==> src/rtl/sar_adc_pkg.sv <==
// Constants, field layouts and carrier types for the SAR converter control block
// What this block does
// - Convert the selected input by successive approximation into an 8-bit value.
// - Store the 8-bit result at completion and hold it until the next start.
// - Result register is readable any time; its contents mid-conversion are undefined.
// - Reset never clears or alters the result register; power-up value is undefined.
// - Mode register resets to 30h: speed, trigger enable and channel zero.
// - Speed bit 0 gives 62 clock periods per conversion, bit 1 gives 31.
// - Trigger enable 0 ignores trigger pin edges; 1 lets an edge start conversion.
// - With trigger enabled, the selected pin edge sets the start flag and starts.
// - Mode bits 5 and 4 always read 1 and ignore writes.
// - Start register bits 6..0 read 1 and ignore writes; bit 7 resets 0.
// - Channel code 00xx none, 01xx inputs 0-3, 10xx inputs 4-7, 11xx reserved.
// - Writing 1 to the start flag starts a conversion; writing 0 stops it.
// - Start flag reads 1 during conversion and clears as the result is stored.
// - Each completion sets the end flag; a request goes out only when enabled.
// - After completion the converter idles until the flag is set again.
package sar_adc_pkg;

  // Register map, byte addresses on the AXI4-Lite port
  localparam int ADDR_W = 5;
  localparam logic [4:0] OFF_MODE = 5'h00;
  localparam logic [4:0] OFF_RESULT = 5'h04;
  localparam logic [4:0] OFF_START = 5'h08;
  localparam logic [4:0] OFF_IRQ = 5'h0C;

  // Field positions
  localparam int START_FLAG_BIT = 7;
  localparam int IRQ_FLAG_BIT = 0;
  localparam int IRQ_EN_BIT = 1;
  localparam int IRQ_EDGE_BIT = 2;

  // Reset and fixed read values
  localparam logic [7:0] MODE_RESET = 8'h30;
  localparam logic [6:0] START_RSV = 7'h7F;
  localparam logic [7:0] TRIAL_INIT = 8'h80;

  // Conversion timing in clock cycles: sample phase, then eight bit steps, then store
  localparam int CONV_LEN_SLOW = 62;
  localparam int CONV_LEN_FAST = 31;
  localparam logic [3:0] SAMPLE_SLOW = 4'hD;
  localparam logic [3:0] SAMPLE_FAST = 4'h6;
  localparam logic [3:0] STEP_SLOW = 4'h6;
  localparam logic [3:0] STEP_FAST = 4'h3;

  // AXI responses
  localparam logic [1:0] RESP_OKAY = 2'h0;
  localparam logic [1:0] RESP_SLVERR = 2'h2;

  typedef struct packed {
    logic speed;
    logic trig_en;
    logic [1:0] rsv;
    logic [3:0] chan;
  } mode_type;

  typedef struct packed {
    logic valid;
    logic [2:0] idx;
  } chan_type;

  // Drive toward the analog core
  typedef struct packed {
    logic sample;
    logic chan_valid;
    logic [2:0] chan;
    logic [7:0] trial;
  } sar_drive_type;

  typedef enum logic [2:0] {REG_MODE, REG_RESULT, REG_START, REG_IRQ, REG_NONE} reg_type;

  // Address decode shared by the read and write paths
  function automatic reg_type reg_decode(input logic [ADDR_W-1:0] addr);
    reg_type sel;
    sel = REG_NONE;
    if (addr == OFF_MODE)
      sel = REG_MODE;
    else if (addr == OFF_RESULT)
      sel = REG_RESULT;
    else if (addr == OFF_START)
      sel = REG_START;
    else if (addr == OFF_IRQ)
      sel = REG_IRQ;
    return sel;
  endfunction

  // Channel code to analog input index; reserved codes select nothing
  function automatic chan_type chan_decode(input logic [3:0] code);
    chan_type c;
    c.valid = (code[3:2] == 2'b01) || (code[3:2] == 2'b10);
    c.idx = {code[3], code[1:0]};
    return c;
  endfunction

endpackage

==> src/rtl/sar_adc_control.sv <==
// Top of the SAR converter control: AXI4-Lite registers, start flag, result and request
//
// The address map and the AXI4-Lite slave port were chosen for this implementation.
`timescale 1ns/100ps
module sar_adc_control
  import sar_adc_pkg::*;
(
  input wire logic aclk,
  input wire logic aresetn,
  input wire logic [ADDR_W-1:0] awaddr,
  input wire logic awvalid,
  output logic awready,
  input wire logic [31:0] wdata,
  input wire logic [3:0] wstrb,
  input wire logic wvalid,
  output logic wready,
  output logic [1:0] bresp,
  output logic bvalid,
  input wire logic bready,
  input wire logic [ADDR_W-1:0] araddr,
  input wire logic arvalid,
  output logic arready,
  output logic [31:0] rdata,
  output logic [1:0] rresp,
  output logic rvalid,
  input wire logic rready,
  input wire logic ext_trigger_pin,
  input wire logic comp_in,
  output sar_drive_type ana_drive,
  output logic conv_end_irq
);

  // Bus slave state
  logic awready_ff, wready_ff, bvalid_ff, arready_ff, rvalid_ff;
  logic [1:0] bresp_ff, rresp_ff;
  logic [31:0] rdata_ff;
  logic aw_full_ff, w_full_ff, wlane_ff;
  logic [ADDR_W-1:0] awaddr_ff;
  logic [7:0] wdata_ff;

  // Block state
  mode_type mode_ff;
  logic start_flag_ff;
  logic conv_end_irq_flag_ff, conv_end_irq_enable_ff, trigger_edge_select_ff;
  logic irq_out_ff;
  logic [7:0] result_ff;
  chan_type chan_ff;

  // Handshakes and write decode
  logic aw_hs, w_hs, ar_hs, b_hs, r_hs, wr_do, wr_hit;
  logic nxt_aw_full, nxt_w_full;
  reg_type wr_sel, rd_sel;
  logic wr_mode, wr_start, wr_irq, wr_one, wr_zero;
  logic [7:0] rd_byte;

  // Start and interrupt control
  logic trig_pulse, trig_go, set_ev, launch, halt;
  logic seq_done, seq_sample;
  logic [7:0] seq_trial;
  logic nxt_start_flag, nxt_irq_flag, irq_clr;

  assign aw_hs = awvalid & awready_ff;
  assign w_hs = wvalid & wready_ff;
  assign ar_hs = arvalid & arready_ff;
  assign b_hs = bvalid_ff & bready;
  assign r_hs = rvalid_ff & rready;

  // Address and data are taken in either order; the write lands once both are held
  assign wr_do = aw_full_ff & w_full_ff & ~bvalid_ff;
  assign nxt_aw_full = aw_hs | (aw_full_ff & ~wr_do);
  assign nxt_w_full = w_hs | (w_full_ff & ~wr_do);
  assign wr_sel = reg_decode(awaddr_ff);
  assign wr_hit = wr_do & wlane_ff;
  assign wr_mode = wr_hit & (wr_sel == REG_MODE);
  assign wr_start = wr_hit & (wr_sel == REG_START);
  assign wr_irq = wr_hit & (wr_sel == REG_IRQ);
  assign wr_one = wr_start & wdata_ff[START_FLAG_BIT];
  assign wr_zero = wr_start & ~wdata_ff[START_FLAG_BIT];

  // Read mux; reserved bits read as one where the register defines them so
  assign rd_sel = reg_decode(araddr);
  assign rd_byte = (rd_sel == REG_MODE) ? mode_ff :
                   (rd_sel == REG_RESULT) ? result_ff :
                   (rd_sel == REG_START) ? {start_flag_ff, START_RSV} :
                   (rd_sel == REG_IRQ) ? {5'h00, trigger_edge_select_ff,
                                          conv_end_irq_enable_ff, conv_end_irq_flag_ff} :
                   8'h00;

  // Trigger only counts while enabled; a set beats a clear in the same cycle
  assign trig_go = trig_pulse & mode_ff.trig_en;
  assign set_ev = wr_one | trig_go;
  assign launch = set_ev & (~start_flag_ff | seq_done);
  assign halt = wr_zero & ~set_ev;
  assign nxt_start_flag = set_ev | (start_flag_ff & ~seq_done & ~wr_zero);

  // Completion flag: write one to clear, completion wins over a clear
  assign irq_clr = wr_irq & wdata_ff[IRQ_FLAG_BIT];
  assign nxt_irq_flag = seq_done | (conv_end_irq_flag_ff & ~irq_clr);

  assign awready = awready_ff;
  assign wready = wready_ff;
  assign bvalid = bvalid_ff;
  assign bresp = bresp_ff;
  assign arready = arready_ff;
  assign rvalid = rvalid_ff;
  assign rdata = rdata_ff;
  assign rresp = rresp_ff;
  assign conv_end_irq = irq_out_ff;
  assign ana_drive = '{sample: seq_sample, chan_valid: chan_ff.valid,
                       chan: chan_ff.idx, trial: seq_trial};

  trigger_edge_sync trig_sync (
    .aclk(aclk),
    .aresetn(aresetn),
    .pin_in(ext_trigger_pin),
    .rising(trigger_edge_select_ff),
    .edge_pulse(trig_pulse)
  );

  sar_sequencer seq (
    .aclk(aclk),
    .aresetn(aresetn),
    .start(launch),
    .stop(halt),
    .fast(mode_ff.speed),
    .comp_in(comp_in),
    .done(seq_done),
    .sample(seq_sample),
    .trial(seq_trial)
  );

  // Write channel capture and response
  always_ff @(posedge aclk)
  begin
    if (!aresetn)
    begin
      aw_full_ff <= 1'b0;
      w_full_ff <= 1'b0;
      awready_ff <= 1'b1;
      wready_ff <= 1'b1;
      awaddr_ff <= '0;
      wdata_ff <= 8'h00;
      wlane_ff <= 1'b0;
      bvalid_ff <= 1'b0;
      bresp_ff <= RESP_OKAY;
    end
    else
    begin
      aw_full_ff <= nxt_aw_full;
      w_full_ff <= nxt_w_full;
      awready_ff <= ~nxt_aw_full;
      wready_ff <= ~nxt_w_full;
      if (aw_hs)
        awaddr_ff <= awaddr;
      if (w_hs)
      begin
        wdata_ff <= wdata[7:0];
        wlane_ff <= wstrb[0];
      end
      if (wr_do)
      begin
        bvalid_ff <= 1'b1;
        bresp_ff <= (wr_sel == REG_NONE) ? RESP_SLVERR : RESP_OKAY;
      end
      else if (b_hs)
        bvalid_ff <= 1'b0;
    end
  end

  // Read channel: one read outstanding, data registered at the address handshake
  always_ff @(posedge aclk)
  begin
    if (!aresetn)
    begin
      arready_ff <= 1'b1;
      rvalid_ff <= 1'b0;
      rdata_ff <= 32'h0000_0000;
      rresp_ff <= RESP_OKAY;
    end
    else if (ar_hs)
    begin
      arready_ff <= 1'b0;
      rvalid_ff <= 1'b1;
      rdata_ff <= {24'h00_0000, rd_byte};
      rresp_ff <= (rd_sel == REG_NONE) ? RESP_SLVERR : RESP_OKAY;
    end
    else if (r_hs)
    begin
      arready_ff <= 1'b1;
      rvalid_ff <= 1'b0;
    end
  end

  // Mode, start flag and interrupt control registers
  always_ff @(posedge aclk)
  begin
    if (!aresetn)
    begin
      mode_ff <= MODE_RESET;
      start_flag_ff <= 1'b0;
      conv_end_irq_flag_ff <= 1'b0;
      conv_end_irq_enable_ff <= 1'b0;
      trigger_edge_select_ff <= 1'b0;
      irq_out_ff <= 1'b0;
      chan_ff <= '0;
    end
    else
    begin
      if (wr_mode)
        mode_ff <= '{speed: wdata_ff[7], trig_en: wdata_ff[6],
                     rsv: MODE_RESET[5:4], chan: wdata_ff[3:0]};
      if (wr_irq)
      begin
        conv_end_irq_enable_ff <= wdata_ff[IRQ_EN_BIT];
        trigger_edge_select_ff <= wdata_ff[IRQ_EDGE_BIT];
      end
      start_flag_ff <= nxt_start_flag;
      conv_end_irq_flag_ff <= nxt_irq_flag;
      irq_out_ff <= conv_end_irq_flag_ff & conv_end_irq_enable_ff;
      chan_ff <= chan_decode(mode_ff.chan);
    end
  end

  // Result has no reset on purpose: it survives a system reset unchanged
  always_ff @(posedge aclk)
  begin
    if (seq_done)
      result_ff <= seq_trial;
  end

  // Checking helpers: cycles since launch and the speed in force at launch
  logic [5:0] run_cnt_ff;
  logic run_fast_ff;

  always_ff @(posedge aclk)
  begin
    if (!aresetn)
    begin
      run_cnt_ff <= 6'h00;
      run_fast_ff <= 1'b0;
    end
    else if (launch)
    begin
      run_cnt_ff <= 6'h00;
      run_fast_ff <= mode_ff.speed;
    end
    else if (start_flag_ff)
      run_cnt_ff <= run_cnt_ff + 6'h01;
  end

  mode_reset_a: assert property (@(posedge aclk)
    !aresetn |=> (mode_ff == MODE_RESET) && !start_flag_ff)
    else $error("mode register or start flag wrong after reset");

  mode_rsv_a: assert property (@(posedge aclk) disable iff (!aresetn)
    mode_ff[5:4] == 2'b11)
    else $error("mode reserved bits not one");

  start_rsv_a: assert property (@(posedge aclk) disable iff (!aresetn)
    (ar_hs && rd_sel == REG_START) |=> rdata_ff[6:0] == START_RSV)
    else $error("start register reserved bits not one");

  conv_len_a: assert property (@(posedge aclk) disable iff (!aresetn)
    (seq_done && start_flag_ff) |->
      run_cnt_ff == 6'((run_fast_ff ? CONV_LEN_FAST : CONV_LEN_SLOW) - 1))
    else $error("conversion length does not match speed select");

  flag_clear_a: assert property (@(posedge aclk) disable iff (!aresetn)
    (seq_done && !set_ev) |=> !start_flag_ff && (result_ff == $past(seq_trial)))
    else $error("start flag not cleared with result store");

  result_hold_a: assert property (@(posedge aclk) disable iff (!aresetn)
    !seq_done |=> $stable(result_ff))
    else $error("result changed without a completion");

  irq_set_a: assert property (@(posedge aclk) disable iff (!aresetn)
    seq_done |=> conv_end_irq_flag_ff ##1 (conv_end_irq == conv_end_irq_enable_ff))
    else $error("completion did not raise the gated request");

  trig_ignore_a: assert property (@(posedge aclk) disable iff (!aresetn)
    (trig_pulse && !mode_ff.trig_en && !wr_one && !start_flag_ff) |=> !start_flag_ff)
    else $error("disabled trigger started a conversion");

  trig_start_a: assert property (@(posedge aclk) disable iff (!aresetn)
    (trig_go && !start_flag_ff) |=> start_flag_ff ##1 ana_drive.sample)
    else $error("enabled trigger did not start a conversion");

  stop_write_a: assert property (@(posedge aclk) disable iff (!aresetn)
    halt |=> !start_flag_ff && !ana_drive.sample && !seq_done)
    else $error("write of zero did not stop the conversion");

  start_write_a: assert property (@(posedge aclk) disable iff (!aresetn)
    (wr_one && !start_flag_ff) |=> start_flag_ff && ana_drive.trial == TRIAL_INIT)
    else $error("write of one did not start a conversion");

  chan_map_a: assert property (@(posedge aclk) disable iff (!aresetn)
    (mode_ff.chan == 4'h5) |=> chan_ff.valid && chan_ff.idx == 3'h1)
    else $error("channel code 0101 did not select input 1");

  // Bus answers stand until the master takes them
  bresp_hold_a: assert property (@(posedge aclk) disable iff (!aresetn)
    (bvalid_ff && !bready) |=> bvalid_ff && $stable(bresp_ff))
    else $error("write response dropped early");

  rdata_hold_a: assert property (@(posedge aclk) disable iff (!aresetn)
    (rvalid_ff && !rready) |=> rvalid_ff && $stable(rdata_ff))
    else $error("read data dropped early");

  // Start flag tracks the conversion: only done or a stop may clear it
  busy_hold_a: assert property (@(posedge aclk) disable iff (!aresetn)
    (start_flag_ff && !seq_done && !wr_zero) |=> start_flag_ff)
    else $error("start flag dropped mid conversion");

  idle_hold_a: assert property (@(posedge aclk) disable iff (!aresetn)
    (!start_flag_ff && !set_ev) |=> !start_flag_ff && !ana_drive.sample)
    else $error("converter left idle without a start");

  done_busy_a: assert property (@(posedge aclk) disable iff (!aresetn)
    seq_done |-> start_flag_ff)
    else $error("completion with start flag low");

  busy_bound_a: assert property (@(posedge aclk) disable iff (!aresetn)
    start_flag_ff |-> run_cnt_ff < 6'(CONV_LEN_SLOW))
    else $error("conversion ran past the slow length");

  launch_init_a: assert property (@(posedge aclk) disable iff (!aresetn)
    launch |=> ana_drive.sample && ana_drive.trial == TRIAL_INIT)
    else $error("conversion did not open with sample and midpoint");

  // Completion flag survives until cleared, request stays low while masked
  irq_hold_a: assert property (@(posedge aclk) disable iff (!aresetn)
    (conv_end_irq_flag_ff && !irq_clr) |=> conv_end_irq_flag_ff)
    else $error("completion flag lost without a clear");

  irq_gate_a: assert property (@(posedge aclk) disable iff (!aresetn)
    !conv_end_irq_enable_ff |=> !conv_end_irq)
    else $error("request raised while disabled");

  // Register contents as seen from the bus
  result_read_a: assert property (@(posedge aclk) disable iff (!aresetn)
    (ar_hs && rd_sel == REG_RESULT) |=> rdata_ff == {24'h00_0000, $past(result_ff)})
    else $error("result read returned the wrong value");

  mode_write_a: assert property (@(posedge aclk) disable iff (!aresetn)
    wr_mode |=> mode_ff == ($past(wdata_ff) | 8'h30))
    else $error("mode write stored the wrong value");

  chan_unused_a: assert property (@(posedge aclk) disable iff (!aresetn)
    (mode_ff.chan[3:2] == 2'b00 || mode_ff.chan[3:2] == 2'b11) |=> !chan_ff.valid)
    else $error("unused channel code selected an input");

  chan_low_a: assert property (@(posedge aclk) disable iff (!aresetn)
    (mode_ff.chan[3:2] == 2'b01 && !wr_mode) |=>
      chan_ff.valid && chan_ff.idx == {1'b0, mode_ff.chan[1:0]})
    else $error("channel code 01xx decoded wrongly");

  chan_high_a: assert property (@(posedge aclk) disable iff (!aresetn)
    (mode_ff.chan[3:2] == 2'b10 && !wr_mode) |=>
      chan_ff.valid && chan_ff.idx == {1'b1, mode_ff.chan[1:0]})
    else $error("channel code 10xx decoded wrongly");

endmodule

==> src/rtl/trigger_edge_sync.sv <==
// Trigger pin synchroniser and single-pulse edge detector
`timescale 1ns/100ps
module trigger_edge_sync
  import sar_adc_pkg::*;
(
  input wire logic aclk,
  input wire logic aresetn,
  input wire logic pin_in,
  input wire logic rising,
  output logic edge_pulse
);

  logic sync1_ff, sync2_ff, prev_ff, pulse_ff;
  logic nxt_pulse;

  // Only the second stage and its delayed copy feed the detector
  assign nxt_pulse = rising ? (sync2_ff & ~prev_ff) : (~sync2_ff & prev_ff);
  assign edge_pulse = pulse_ff;

  // Two-stage synchroniser, then one pulse per detected edge
  always_ff @(posedge aclk)
  begin
    if (!aresetn)
    begin
      sync1_ff <= 1'b0;
      sync2_ff <= 1'b0;
      prev_ff <= 1'b0;
      pulse_ff <= 1'b0;
    end
    else
    begin
      sync1_ff <= pin_in;
      sync2_ff <= sync1_ff;
      prev_ff <= sync2_ff;
      pulse_ff <= nxt_pulse;
    end
  end

  one_pulse_a: assert property (@(posedge aclk) disable iff (!aresetn)
    edge_pulse |=> !edge_pulse)
    else $error("trigger edge gave more than one start pulse");

endmodule

==> src/rtl/sar_sequencer.sv <==
// Successive-approximation sequencer: sample phase then eight bit decisions
`timescale 1ns/100ps
module sar_sequencer
  import sar_adc_pkg::*;
(
  input wire logic aclk,
  input wire logic aresetn,
  input wire logic start,
  input wire logic stop,
  input wire logic fast,
  input wire logic comp_in,
  output logic done,
  output logic sample,
  output logic [7:0] trial
);

  typedef enum logic [1:0] {SEQ_IDLE, SEQ_SAMPLE, SEQ_APPROX} seq_state_type;

  seq_state_type state_ff;
  logic [3:0] phase_ff;
  logic [2:0] bit_ff;
  logic fast_ff, done_ff, sample_ff;
  logic [7:0] trial_ff;
  logic [3:0] phase_last;
  logic phase_end;
  logic [7:0] bit_mask, decided;

  // Speed is latched at start so a stray mode write cannot bend a running conversion
  assign phase_last = (state_ff == SEQ_SAMPLE) ?
                      (fast_ff ? SAMPLE_FAST - 4'h1 : SAMPLE_SLOW - 4'h1) :
                      (fast_ff ? STEP_FAST - 4'h1 : STEP_SLOW - 4'h1);
  assign phase_end = (phase_ff == phase_last);
  assign bit_mask = 8'h01 << bit_ff;
  // Comparator high means input at or above the trial: keep the bit
  assign decided = comp_in ? trial_ff : (trial_ff & ~bit_mask);
  assign done = done_ff;
  assign sample = sample_ff;
  assign trial = trial_ff;

  // Sequencing; start takes priority so a restart in the done cycle is not lost
  always_ff @(posedge aclk)
  begin
    if (!aresetn)
    begin
      state_ff <= SEQ_IDLE;
      phase_ff <= 4'h0;
      bit_ff <= 3'h0;
      fast_ff <= 1'b0;
      done_ff <= 1'b0;
      sample_ff <= 1'b0;
      trial_ff <= 8'h00;
    end
    else
    begin
      done_ff <= 1'b0;
      if (start)
      begin
        state_ff <= SEQ_SAMPLE;
        phase_ff <= 4'h0;
        bit_ff <= 3'h7;
        fast_ff <= fast;
        sample_ff <= 1'b1;
        trial_ff <= TRIAL_INIT;
      end
      else if (stop)
      begin
        state_ff <= SEQ_IDLE;
        sample_ff <= 1'b0;
      end
      else
      begin
        unique case (state_ff)
          SEQ_IDLE:
          begin
            phase_ff <= 4'h0;
          end
          SEQ_SAMPLE:
          begin
            phase_ff <= phase_end ? 4'h0 : phase_ff + 4'h1;
            if (phase_end)
            begin
              state_ff <= SEQ_APPROX;
              sample_ff <= 1'b0;
            end
          end
          SEQ_APPROX:
          begin
            phase_ff <= phase_end ? 4'h0 : phase_ff + 4'h1;
            if (phase_end)
            begin
              trial_ff <= decided | (bit_mask >> 1);
              bit_ff <= bit_ff - 3'h1;
              if (bit_ff == 3'h0)
              begin
                state_ff <= SEQ_IDLE;
                done_ff <= 1'b1;
              end
            end
          end
        endcase
      end
    end
  end

endmodule

==> config.mk <==
export PLATFORM = sky130hd
export DESIGN_NAME = sar_adc_control
export DESIGN_NICKNAME = d
export VERILOG_FILES = /design/src/rtl/sar_adc_pkg.sv /design/src/rtl/sar_adc_control.sv /design/src/rtl/trigger_edge_sync.sv /design/src/rtl/sar_sequencer.sv
export SDC_FILE = /design/constraint.sdc
export NUM_CORES = 1
export LEC_CHECK = 0
export BUFFER_PORTS_ARGS = -buffer_cell sky130_fd_sc_hd__buf_2
export CORE_MARGIN = 3
export CORE_UTILIZATION = 53
export CTS_BUF_LIST = sky130_fd_sc_hd__clkbuf_4
export CTS_CLUSTER_SIZE = 30
export DETAILED_ROUTE_END_ITERATION = 6
export PLACE_DENSITY = 0.94
export SLEW_MARGIN = 20
export SYNTH_ARGS = -nofsm -noshare
export SYNTH_HDL_FRONTEND = slang
export SYNTH_SLANG_ARGS = --single-unit
==> constraint.sdc <==
create_clock -name aclk -period 3.3 [get_ports aclk]
set_input_delay 0.33 -clock aclk [delete_from_list [all_inputs] [get_ports aclk]]
set_output_delay 0.33 -clock aclk [all_outputs]
set_load 0.02 [all_outputs]
# After elaboration in Yosys (flattened, before gate mapping)
# Index checks and enable logic that the tools add are counted.
# Widths: inputs -> output; s select.
[totals] reg_bits=80 latch_bits=0 ram_bits=0 rom_bits=0 in_bits=55 out_inout_bits=55 elab_cells=185 n_memories=0
[op_classes] add_sub_neg=2 n_mul=0 div=0 order_cmp=0 n_eq_ne=25 n_shift=1 mux=46 bitwise_logic=50 n_reduce_logical=24
[ops] op="$mux 8" n=8
[ops] op="$mux 3" n=14
[ops] op="$and 1x1->1" n=25
[ops] op="$eq 5x4->1 const B" n=4
[ops] op="$not 1->1" n=16
[ops] op="$mux 1" n=14
[ops] op="$eq 3x2->1 const B" n=4
[ops] op="$mux 4" n=3
[ops] op="$ne 4x3->1 const B" n=3
[ops] op="$eq 5x3->1 const B" n=2
[ops] op="$logic_not 5->1" n=2
[ops] op="$mux 2" n=5
[ops] op="$reduce_bool 2->1" n=5
[ops] op="$logic_not 3->1" n=3
[ops] op="$and 8x8->8" n=1
[ops] op="$not 8->8" n=1
[ops] op="$or 8x7->8" n=1
[ops] op="$pmux 4 s2" n=1
[ops] op="$reduce_and 4->1" n=2
[ops] op="$shl 1x3->8 const A" n=1
[ops] op="$eq 3x3->1 const B" n=2
[ops] op="$ne 2x1->1 const B" n=3
[ops] op="$or 1x1->1" n=6
[ops] op="$reduce_and 3->1" n=2
[ops] op="other kinds (16)" n=20

# Logic depth before layout (Yosys ltp)
# Gate-level depths: netlist (run 1).
[depth] word_depth=13 mapped_depth=11 depth_no_buf=9

# Hierarchy
# A second synthesis (run 1) with hierarchy kept.
[hier_totals] hier_cells=382 hier_area_um2=3534.6
[by_module_without_submodules] module="sar_adc_control" n_inst=1 cells_per_inst=230 area_per_inst_um2=2208.4 seq_area_each_um2=1121.1
[by_module_without_submodules] module="sar_sequencer" n_inst=1 cells_per_inst=142 area_per_inst_um2=1199.9 seq_area_each_um2=400.4
[by_module_without_submodules] module="trigger_edge_sync" n_inst=1 cells_per_inst=10 area_per_inst_um2=126.4 seq_area_each_um2=80.1

# Least setup slack after synthesis (run 1)
# Ideal clock, no wire load.
[synth_path] kind="reg-to-reg" from="register seq.state_ff[0]" to="register seq.trial_ff[3], in the netlist seq.trial[3]" setup_ns=0.117 t_arrival_ns=2.243 required_time_ns=3.183 slack_ns=0.939 path_stages_with_launch=9 n_path_buf=0 period_less_slack_ns=2.361 cell_sequence="dfxtp_1 ha_1 inv_1 ha_1 xor2_1 nor4_4 nand3_2 or4b_1 a32o_1"
[synth_between] elab_chain_len=4 elab_cells_between_ends=5 cone_classes="eq/ne: 3; mux: 1; reduce/logical: 1"
[synth_rtl] element="start, declared" line_no="sar_sequencer.sv:19" rtl="seq_state_type state_ff;"
[synth_rtl] element="start signal, assigned" line_no="sar_sequencer.sv:45" rtl="state_ff <= SEQ_IDLE;"
[synth_rtl] element="start signal, assigned" line_no="sar_sequencer.sv:58" rtl="state_ff <= SEQ_SAMPLE;"
[synth_rtl] element="start signal, assigned" line_no="sar_sequencer.sv:67" rtl="state_ff <= SEQ_IDLE;"
[synth_rtl] element="$eq 2x1->1" line_no="sar_sequencer.sv:29" rtl="assign phase_last = (state_ff == SEQ_SAMPLE) ?"
[synth_rtl] element="$mux 4" line_no="sar_sequencer.sv:29"
[synth_rtl] element="$eq 4x4->1" line_no="sar_sequencer.sv:32" rtl="assign phase_end = (phase_ff == phase_last);"
[synth_rtl] element="$reduce_and 3->1 (no source line) (*)"
[synth_rtl] element="end signal, assigned" line_no="sar_sequencer.sv:91" rtl="trial_ff <= decided | (bit_mask >> 1);"
[synth_rtl] element="end, declared" line_no="sar_sequencer.sv:23" rtl="logic [7:0] trial_ff;"
# Every way passes the cells marked *; elsewhere a longest branch is shown, timed or not.
# A chain may end at the register's enable or synchronous reset.

# Final worst setup path (run 1)
[layout_path] from="register seq.state_ff[0]" to="register seq.trial_ff[6], in the netlist seq.trial[6]"
# Same word-level chain as after synthesis.

==> reports/results.ini, run 1 <==
[worst_setup_path]
crit_end = seq.trial[6]
worst_setup_path_end_kind = register
cp_slowest_cell = dfxtp_1
crit_chain = ha_1 > inv_1 > ha_1 > xor2_1 > nor4_4 > buf_4 > and3_1 > nand4b_1 > a32o_1
crit_top_cell = ha_1
timing.rr.start = seq.state_ff[0]
cp-start-kind = register
critical_path_buf_inv_count = 2
cp.required_ns = 3.62
r2r-end = seq.trial[6]
cp_num_cells = 9
max_stage_delay_ns = 0.40
rrSetupSlack_ns = 0.65
arrival_ns = 2.97
worstRegToRegCells = 9
crit_family = simple AND/OR/NAND/NOR gates
crit_type = register to register
cp_max_fo = 10
critical_path.startpoint = seq.state_ff[0]

[timing]
hold_viol_final = 0
fin_tns_setup_ns = 0
fin_worst_skew_ns = 0.0114
max_freq_mhz = 377
relSlewSlack = 0.443
setup_viol_count_final = 0
min_period_over_period = 0.803
worst_slew_pin_slew_ns = 0.825
period_minus_slack_ns = 2.65
drv_slew = 0
grt_setup_unrepaired = no

[global_routing]
grt_max_degree = 29
grt_overflow = 0
grt_pass1_vias = 2462
grt_antenna_before_repair = 0
grtUsageTotal = 0.187
grt_pass1_wl_um = 11100

[logic_synthesis]
async_reset_ff_frac = 0
synth_compound_area_frac = 0.131
yosys-top-cells-area = dfxtp_1, edfxtp_1, buf_4, a21oi_1, mux2i_1
synth_top_family_by_area = simple AND/OR/NAND/NOR gates
syn_area_um2 = 3470
synth.area.mux_share = 0.0404
syn_avg_cell_area_um2 = 9.47
synth_cell_types = 59
synth_edf_count = 8
ys_ff_latch = 76
yosysWarnings = 0
yosys.area.top_type_share = 0.393
synthCells = 366
synthXorXnorAreaFrac = 0.0177
ys_seq_area_frac = 0.462
dominantRegCellSynth = dfxtp_1
synth-adder-area-share = 0.0397
yosys.area_share.simple = 0.212
synth_top_area_cell = dfxtp_1

[finish]
synthToLayoutAreaGrowth_pct = 9.60
fin_nets = 479
final_cell_area_um2 = 3800
final_common_cell = dfxtp_1
insertedDiodeCount = 0
drive_above_1_share = 0.196
final_cell_mix = dfxtp_1, buf_2, a21oi_1

[cts]
cts_setup_buffers = 0
cts_hold_buf = 0
cts_buffers = 9
htree_levels = 3
root_buffer = clkbuf_4
cts.sinks = 76
clk_pin_slew_worst_paths_ns = 0.12
cts_tree = done
clk_path_buf_depth = 2
worstSkewPairLatency_ns = 0.42
cts_resized = 0

[die]
die_h_um = 86.9
rows = 28
core-area_um2 = 6130
die_w_um = 86.9
start_util = 0.566
pin_count = 110
dieArea_um2 = 7550

[drt]
vias = 2665
wl_per_cell_um = 13.8
ant_nets = 0
totalWireLength_um = 6790
vias_per_cell = 5.41
drc = 0
drtPass1Iterations = 4
drt-initial-drc-count = 139

[power]
p_leak_uw = 0.00155
p_sw_uw = 457
swShare = 0.270
p_int_uw = 1240
cellPowerDensity_nw_per_um2 = 446
pwr-share-comb = 0.095
ir_drop_mv = 0.283
clkPwrFrac = 0.327
seqPwrFrac = 0.578

[placement]
routabilityCongestion = 0.830
placed_area_um2 = 3670
port_buffers = 54
dpl.hpwl_um = 4920

[min_path]
worstHoldStart = ext_trigger_pin
hp-class = input pin to register

[status]
status = finished clean

[flow_run]
cap_violations = 0

-- power by group through the flow --
stage                     registers [uW]  logic, uW  clock network, uW
after floorplan                      999        137                  0
after global placement               996        154                  0
after detailed placement             999        159                  0
after CTS                            978        160                562
after global routing                 982        178                605
final                                978        161                554
-- through the flow --
stage | utilization | hold slack, ns | setup WS [ns] | total power, uW | std cells
6_report | 0.620 | 0.125 | 0.649 | 1690 | 493
5_1_grt | 0.620 | 0.130 | 0.537 | 1770 | 493
4_1_cts | 0.620 | 0.115 | 0.650 | 1700 | 493
3_5_place_dp | 0.598 | 0.432 | 0.681 | 1160 | 477
3_3_place_gp | 0.598 | 0.421 | 0.762 | 1150 | 477
2_1_floorplan | - | 0.412 | 0.939 | 1140 | 391
-- worst min path at each step --
| stage | endpoint | slack, ns | cells after the start |
|---|---|---|---|
| final | trig_sync.sync1_ff | 0.12 | 2 |
| after global routing | wlane_ff | 0.13 | 3 |
| after CTS | trig_sync.sync1_ff | 0.12 | 2 |
| after detailed placement | trig_sync.sync2_ff | 0.43 | 1 |
| after global placement | trig_sync.sync2_ff | 0.42 | 1 |
| after floorplan | trig_sync.sync2_ff | 0.41 | 1 |
-- Yosys cell counts, types with 2 or more instances --
library cell / count
a2111oi_0: 3
a211oi_1: 2
a21oi_1: 37
a31oi_1: 2
a32o_1: 4
and2_1: 7
and3_1: 4
buf_4: 27
buf_6: 2
clkbuf_1: 15
dfxtp_1: 68
edfxtp_1: 8
ha_1: 11
inv_1: 11
mux2i_1: 14
nand2_1: 26
nand2b_1: 7
nand3_1: 17
nand3b_1: 3
nand4_1: 2
nand4b_1: 5
nor2_1: 29
nor3_1: 9
o21ai_0: 10
o311ai_0: 3
or3_1: 2
xnor2_1: 3
xor2_1: 4
-- sequential cells by signal, summed over array words and instances (netlist names), 2 cells and up --
register      flops
rdata             8
result_ff         8
seq.trial         8
mode_ff           6
wdata_ff          6
awaddr_ff         5
ana_drive         4
seq.phase_ff      4
seq.bit_ff        3
seq.state_ff      2
-- per-layer routing --
metal,vias to the layer above,share of wire,track usage
li1,1333,-,-
met1,1258,0.43,0.223
met2,66,0.51,0.319
met3,8,0.044,0.0473
met4,0,0.016,0.0779
met5,-,0,0
-- cells by family after synthesis --
family	count (synthesis)
other	1
AOI/OAI and AO/OA	71
muxes	14
DFF	76
xor gates and xnor gates	7
adders and majority gates	11
buffers and inverters	57
and+or+nand+nor	129
-- cell type report --
cell class | count | area, um2
clock buffer | 9 | 67.6
clock inverter | 7 | 66.3
fill | 486 | 2330
inverter | 12 | 45.0
multi-input combinational | 258 | 1630
sequential | 76 | 1600
tap | 75 | 93.8
timing repair buffer | 56 | 298
Note: power is estimated with default switching activity, not from simulation.
==> run 2, diff against run 1 <==
==> constraint.sdc (replaced) <==
create_clock -name aclk -period 2.5 [get_ports aclk]
set_input_delay 0.25 -clock aclk [delete_from_list [all_inputs] [get_ports aclk]]
set_output_delay 0.25 -clock aclk [all_outputs]
set_load 0.02 [all_outputs]
==> run 2 against run 1 <==
Net effect:
- via count is 3.8% higher
- global-route usage is 0.063 points lower
- total power up 32%
- die area did not move
- clock power is 32% higher
- hold slack lost 0.097 ns
- critical endpoint is now seq.trial[3]
- critical path type unchanged
- largest power group unchanged
- non-clock buffer count increased by 5
- final area rose by 1.2%
- register-to-register slack got worse by 0.55 ns
- sequential cell count did not move
==> reports/results.ini, run 2 (synthesized netlist as in run 1, its figures left out) <==
[status]
status = finished clean

[timing]
min_period_over_period = 0.959  ; +0.156
hold_viol_final = 0  ; unchanged
worst_slew_pin_slew_ns = 0.600  ; -0.225 ns
fin_tns_setup_ns = 0  ; unchanged
worst_slack_ns = 0.102  ; -0.547 ns
max_freq_mhz = 417  ; +11%
drv_slew = 0  ; unchanged
fin_worst_skew_ns = 0.0140  ; +0.00265 ns
period_minus_slack_ns = 2.40  ; -0.253 ns
setup_viol_count_final = 0  ; unchanged
relSlewSlack = 0.598  ; +0.155

[drt]
wl_per_cell_um = 14.3  ; +3.7%
vias = 2767  ; +3.8%
totalWireLength_um = 7120  ; +4.7%
vias_per_cell = 5.56  ; +2.8%
drtPass1Iterations = 4  ; unchanged
drc = 0  ; unchanged
ant_nets = 0  ; unchanged
drt-initial-drc-count = 179  ; +29%

[cts]
root_buffer = clkbuf_4
clk_path_buf_depth = 2  ; unchanged
cts_hold_buf = 0  ; unchanged
worstSkewPairLatency_ns = 0.43  ; about the same
clk_pin_slew_worst_paths_ns = 0.12  ; about the same
cts.sinks = 76  ; unchanged
cts_tree = done
cts_buffers = 9  ; unchanged
htree_levels = 3  ; unchanged

[die]
die_h_um = 86.9  ; unchanged
rows = 28  ; unchanged
start_util = 0.566  ; unchanged
dieArea_um2 = 7550  ; unchanged
pin_count = 110  ; unchanged
core-area_um2 = 6130  ; unchanged
die_w_um = 86.9  ; unchanged

[global_routing]
grt_pass1_vias = 2478  ; +0.65%
grt_overflow = 0  ; unchanged
grt_max_degree = 36  ; +24%
grt_antenna_before_repair = 0  ; unchanged
grtUsageTotal = 0.186  ; -0.000633
grt_pass1_wl_um = 11100  ; -0.37%

[finish]
insertedDiodeCount = 0  ; unchanged
synthToLayoutAreaGrowth_pct = 10.9
drive_above_1_share = 0.210  ; +0.0142
final_cell_mix = dfxtp_1, buf_2, a21oi_1
fin_nets = 484  ; +1.0%
final_common_cell = dfxtp_1

[worst_setup_path]
crit_chain = inv_1 > ha_1 > buf_4 > ha_4 > xor2_2 > nor4_4 > nand3_2 > or4b_1 > a32o_1
rrSetupSlack_ns = 0.10  ; -0.55 ns
cp-start-kind = register
cp.required_ns = 2.84  ; -0.78 ns
cp_max_fo = 4  ; -6
timing.rr.start = seq.state_ff[1]
r2r-end = seq.trial[3]
worst_setup_path_end_kind = register
critical_path_buf_inv_count = 2  ; unchanged
worstRegToRegCells = 9  ; unchanged
arrival_ns = 2.74  ; -0.23 ns
crit_type = register to register
max_stage_delay_ns = 0.52  ; +0.12 ns
crit_family = simple AND/OR/NAND/NOR gates
cp_slowest_cell = or4b_1

[flow_run]
cap_violations = 0  ; unchanged

[power]
cellPowerDensity_nw_per_um2 = 583  ; +31%
ir_drop_mv = 0.389  ; +37%
p_leak_uw = 0.00158  ; +1.6%

[placement]
routabilityCongestion = 0.856  ; +3.1%
dpl.hpwl_um = 4960  ; +0.84%
port_buffers = 54  ; unchanged
place_worst_setup_slack_ns = 0.0256  ; -0.656 ns

[min_path]
worstHoldPathCells = 2  ; unchanged
hp-class = input pin to register
holdPathEnd = trig_sync.sync1_ff
worstHoldStart = ext_trigger_pin

[run 2: changes by cell type in the layout (fill, tap and decap cells not counted), sizes merged]
cell,change
clkinvlp,-1
clkinv,-1
clkbuf,+3
inv,-1
buf,+5
[run 2: how the worst max path moves through the flow]
stage,start,endpoint,slack [ns],cells after the start
after floorplan,seq.state_ff[0],seq.trial[3],0.14,8
after global placement,seq.state_ff[1],seq.trial[3],0.13,9
final,seq.state_ff[1],seq.trial[3],0.10,9
after global routing,seq.state_ff[1],seq.trial[3],-0.002,9
after detailed placement,seq.state_ff[1],seq.trial[3],0.03,9
after CTS,seq.state_ff[1],seq.trial[3],0.001,9
[run 2: through the flow]
step / area [um2] / std cells / hold WS [ns] / util / total power, uW
floorplan: 3560 / 391 / 0.377 / - / 1500
global placement: 3680 / 481 / 0.420 / 0.601 / 1520
detailed placement: 3680 / 481 / 0.433 / 0.601 / 1530
CTS: 3820 / 497 / 0.0217 / 0.622 / 2240
global route: 3840 / 498 / 0.0271 / 0.627 / 2330
finish: 3840 / 498 / 0.0283 / 0.627 / 2240
[run 2: area by class of cell]
type	count	area, um2
Sequential cell	76	1600
Inverter	12	45.0
Timing Repair Buffer	61	323
Tap cell	75	93.8
Clock buffer	12	90.1
Multi-Input combinational cell	258	1650
Clock inverter	4	42.5
Fill cell	483	2290
[run 2: layer usage]
layer / routed length [um] / share of wire / track usage
met3: 489 / 0.069 / 0.0615
met2: 3590 / 0.50 / 0.307
met5: 0 / 0 / 0
met1: 2840 / 0.40 / 0.224
met4: 193 / 0.027 / 0.0751
[run 2: where the power goes]
group / switching (uW) / total [uW] / internal [uW]
Combinational: 143 / 217 / 73.6
Sequential: 33.2 / 1290 / 1260
Clock: 401 / 733 / 332
Total: 578 / 2240 / 1660
[run 2: repair_timing]
| item | 4_1_cts | 5_1_grt |
|---|---|---|
| resized for setup | 0 | 4 |
| hold endpoints to repair | 0 | 0 |
| buffers inserted | 0 | 1 |
| endpoints found under the setup margin | 0 | 6 |
==> run 3, diff against run 2 <==
--- a/config.mk
+++ b/config.mk
@@ -5,13 +5,14 @@
 export SDC_FILE = /design/constraint.sdc
 export NUM_CORES = 1
 export LEC_CHECK = 0
+export ABC_AREA = 1
 export BUFFER_PORTS_ARGS = -buffer_cell sky130_fd_sc_hd__buf_2
 export CORE_MARGIN = 3
-export CORE_UTILIZATION = 53
+export CORE_UTILIZATION = 50
 export CTS_BUF_LIST = sky130_fd_sc_hd__clkbuf_4
 export CTS_CLUSTER_SIZE = 30
 export DETAILED_ROUTE_END_ITERATION = 6
-export PLACE_DENSITY = 0.94
+export PLACE_DENSITY = 0.9
 export SLEW_MARGIN = 20
 export SYNTH_ARGS = -nofsm -noshare
 export SYNTH_HDL_FRONTEND = slang
==> run 3 against run 2 <==
Net effect:
- register-to-register slack better by 0.26 ns
- global-route usage is 0.68 points higher
- worst setup slack better by 0.26 ns
- hold slack improved by 0.0060 ns
- critical path type unchanged
- critical endpoint is now seq.trial[6]
- largest power group unchanged
==> reports/results.ini, run 3 <==
[status]
status = finished clean

[flow_run]
cap_violations = 0  ; unchanged

[worst_setup_path]
max_stage_delay_ns = 0.38  ; -0.14 ns
arrival_ns = 2.49  ; -0.25 ns
cp-start-kind = register
timing.rr.start = seq.state_ff[0]
critical_path.startpoint = seq.state_ff[0]
cp.required_ns = 2.85  ; about the same
crit_type = register to register
crit_chain = ha_1 > inv_1 > ha_1 > inv_1 > nand2_1 > nand2_2 > nor2_2 > nand2_2 > nor2_4 > nand2_4 > inv_2 > nand2_1 > a21oi_1
worst_setup_path_end_kind = register
cp_slowest_cell = dfxtp_1
cp_max_fo = 13  ; +9

[drt]
vias_per_cell = 4.92  ; -11%
drc = 0  ; unchanged
wl_per_cell_um = 12.5  ; -13%
totalWireLength_um = 7270  ; +2.1%
drtPass1Iterations = 5  ; +1
ant_nets = 0  ; unchanged
vias = 2866  ; +3.6%
drt-initial-drc-count = 194  ; +8.4%

[cts]
cts_setup_buffers = 0  ; unchanged
clk_pin_slew_worst_paths_ns = 0.12  ; about the same
cts_buffers = 9  ; unchanged
worstSkewPairLatency_ns = 0.42  ; about the same
htree_levels = 3  ; unchanged
clk_path_buf_depth = 2  ; unchanged
cts_resized = 0  ; unchanged
root_buffer = clkbuf_4
cts_tree = done
cts_hold_buf = 0  ; unchanged
cts.sinks = 76  ; unchanged

[finish]
insertedDiodeCount = 0  ; unchanged
drive_above_1_share = 0.204  ; -0.00590
final_common_cell = nand2_1
fin_nets = 550  ; +14%
synthToLayoutAreaGrowth_pct = 11.8
num-fill-cells = 559  ; +16%
final_cell_area_um2 = 3900  ; +1.3%
final_cell_mix = nand2_1, dfxtp_1, buf_2

[power]
cellPowerDensity_nw_per_um2 = 635  ; +9.0%
ir_drop_mv = 0.396  ; +2.0%
p_leak_uw = 0.00180  ; +14%

[global_routing]
grt_antenna_before_repair = 0  ; unchanged
grtUsageTotal = 0.193  ; +0.00678
grt_pass1_vias = 2646  ; +6.8%
grt_pass1_wl_um = 11800  ; +6.3%
grt_overflow = 0  ; unchanged
grt_max_degree = 37  ; +2.8%

[min_path]
hp-class = input pin to register
worstHoldStart = ext_trigger_pin

[timing]
period_minus_slack_ns = 2.14  ; -0.261 ns
max_freq_mhz = 468  ; +12%
relSlewSlack = 0.554  ; -0.0438
setup_viol_count_final = 0  ; unchanged
drv_slew = 0  ; unchanged
holdWs_ns = 0.0342  ; +0.00596 ns
min_period_over_period = 0.855  ; -0.104
fin_worst_skew_ns = 0.0174  ; +0.00339 ns
worst_slew_pin_slew_ns = 0.668  ; +0.0682 ns
hold_viol_final = 0  ; unchanged
fin_tns_setup_ns = 0  ; unchanged
grt_setup_unrepaired = no

[die]
dieArea_um2 = 8010  ; +6.1%
rows = 29  ; +3.6%
core-area_um2 = 6570  ; +7.1%
die_h_um = 89.5  ; +3.0%
die_w_um = 89.5  ; +3.0%
pin_count = 110  ; unchanged
start_util = 0.531  ; -0.0347

[logic_synthesis]
synthCells = 430  ; +17%
synth_top_area_cell = dfxtp_1
ys_seq_area_frac = 0.459  ; -0.00249
yosys-top-cells-area = dfxtp_1, nand2_1, edfxtp_1, a21oi_1, o21ai_0
syn_area_um2 = 3490  ; +0.54%
synth_cell_types = 34  ; -42%
synth_edf_count = 8  ; unchanged
yosysWarnings = 0  ; unchanged
syn_avg_cell_area_um2 = 8.11  ; -14%
synthTopCellsByCount = nand2_1, dfxtp_1, inv_1, a21oi_1, o21ai_0
async_reset_ff_frac = 0  ; unchanged
ys_ff_latch = 76  ; unchanged
dominantRegCellSynth = dfxtp_1
yosysMostFrequentCell = nand2_1
yosys.area.top_type_share = 0.391  ; -0.00211

[placement]
dpl.hpwl_um = 5340  ; +7.8%
port_buffers = 54  ; unchanged
placed_area_um2 = 3710  ; +0.68%
routabilityCongestion = 0.937  ; +9.4%

-- run 3: cell types whose count changed after synthesis, sizes merged, moves of 9 or more --
cell / before / now
mux2i: 14 / 0
nand2: 26 / 84
a21oi: 37 / 46
nor2: 30 / 42
clkbuf: 15 / 4
o21ai: 10 / 43
inv: 11 / 53
-- run 3: logic make-up (layout without fill, tap and decap cells) --
family	Yosys count	after routing	synth area share
xor gates and xnor gates	4	4	0.0101
other	1	26	0.00108
adders and majority gates	11	11	0.0395
AOI/OAI and AO/OA	95	95	0.146
buffers and inverters	90	124	0.133
DFF	76	76	0.459
and+or+nand+nor	153	153	0.210
-- run 3: per-layer routing --
layer / vias up / routed length [um] / part of all wire / track usage
met5: - / 0 / 0 / 0
met4: 0 / 133 / 0.018 / 0.0839
met3: 13 / 487 / 0.067 / 0.0507
met2: 116 / 3620 / 0.50 / 0.339
met1: 1283 / 3030 / 0.42 / 0.220
li1: 1454 / - / - / -
-- run 3: per-stage QoR --
| stage | setup slack [ns] | util | std cells | power [uW] |
|---|---|---|---|---|
| final | 0.363 | 0.593 | 582 | 2480 |
| after global routing | 0.145 | 0.593 | 582 | 2580 |
| after CTS | 0.381 | 0.593 | 582 | 2490 |
| after detailed placement | 0.415 | 0.565 | 566 | 1570 |
| after global placement | 0.552 | 0.565 | 566 | 1560 |
| after floorplan | 0.709 | - | 455 | 1530 |
-- run 3: path summary, 6_finish.rpt --
kind                            slack, ns  cells after the start                  to
worst min-delay path                 0.03                      3  trig_sync.sync1_ff
worst max register to register       0.36                     13        seq.trial[6]
worst min register to register       0.42                      2  trig_sync.sync2_ff
worst max-delay path                 0.36                     13        seq.trial[6]
-- run 3: worst max-delay path: cells and delay by family (launching register included) --
kind,cells,cell delay [ns]
DFF,1,0.38
adders and majority gates,2,0.54
buffers and inverters,3,0.29
AOI/OAI and AO/OA,1,0.13
and+or+nand+nor,7,0.73
-- run 3: final cells by class --
class	count	area, um2	area share
flip-flops and latches	76	1600	0.411
multi-input cells	289	1510	0.389
repair buffers	55	278	0.0713
inverters	53	199	0.0511
well taps	93	116	0.0299
clock inverters	6	113	0.0289
clock buffers	10	75.1	0.0193
-- run 3: power by group --
part           switching (uW)  internal [uW]
logic                     174           70.8
clock network             412            519
registers                27.3           1270
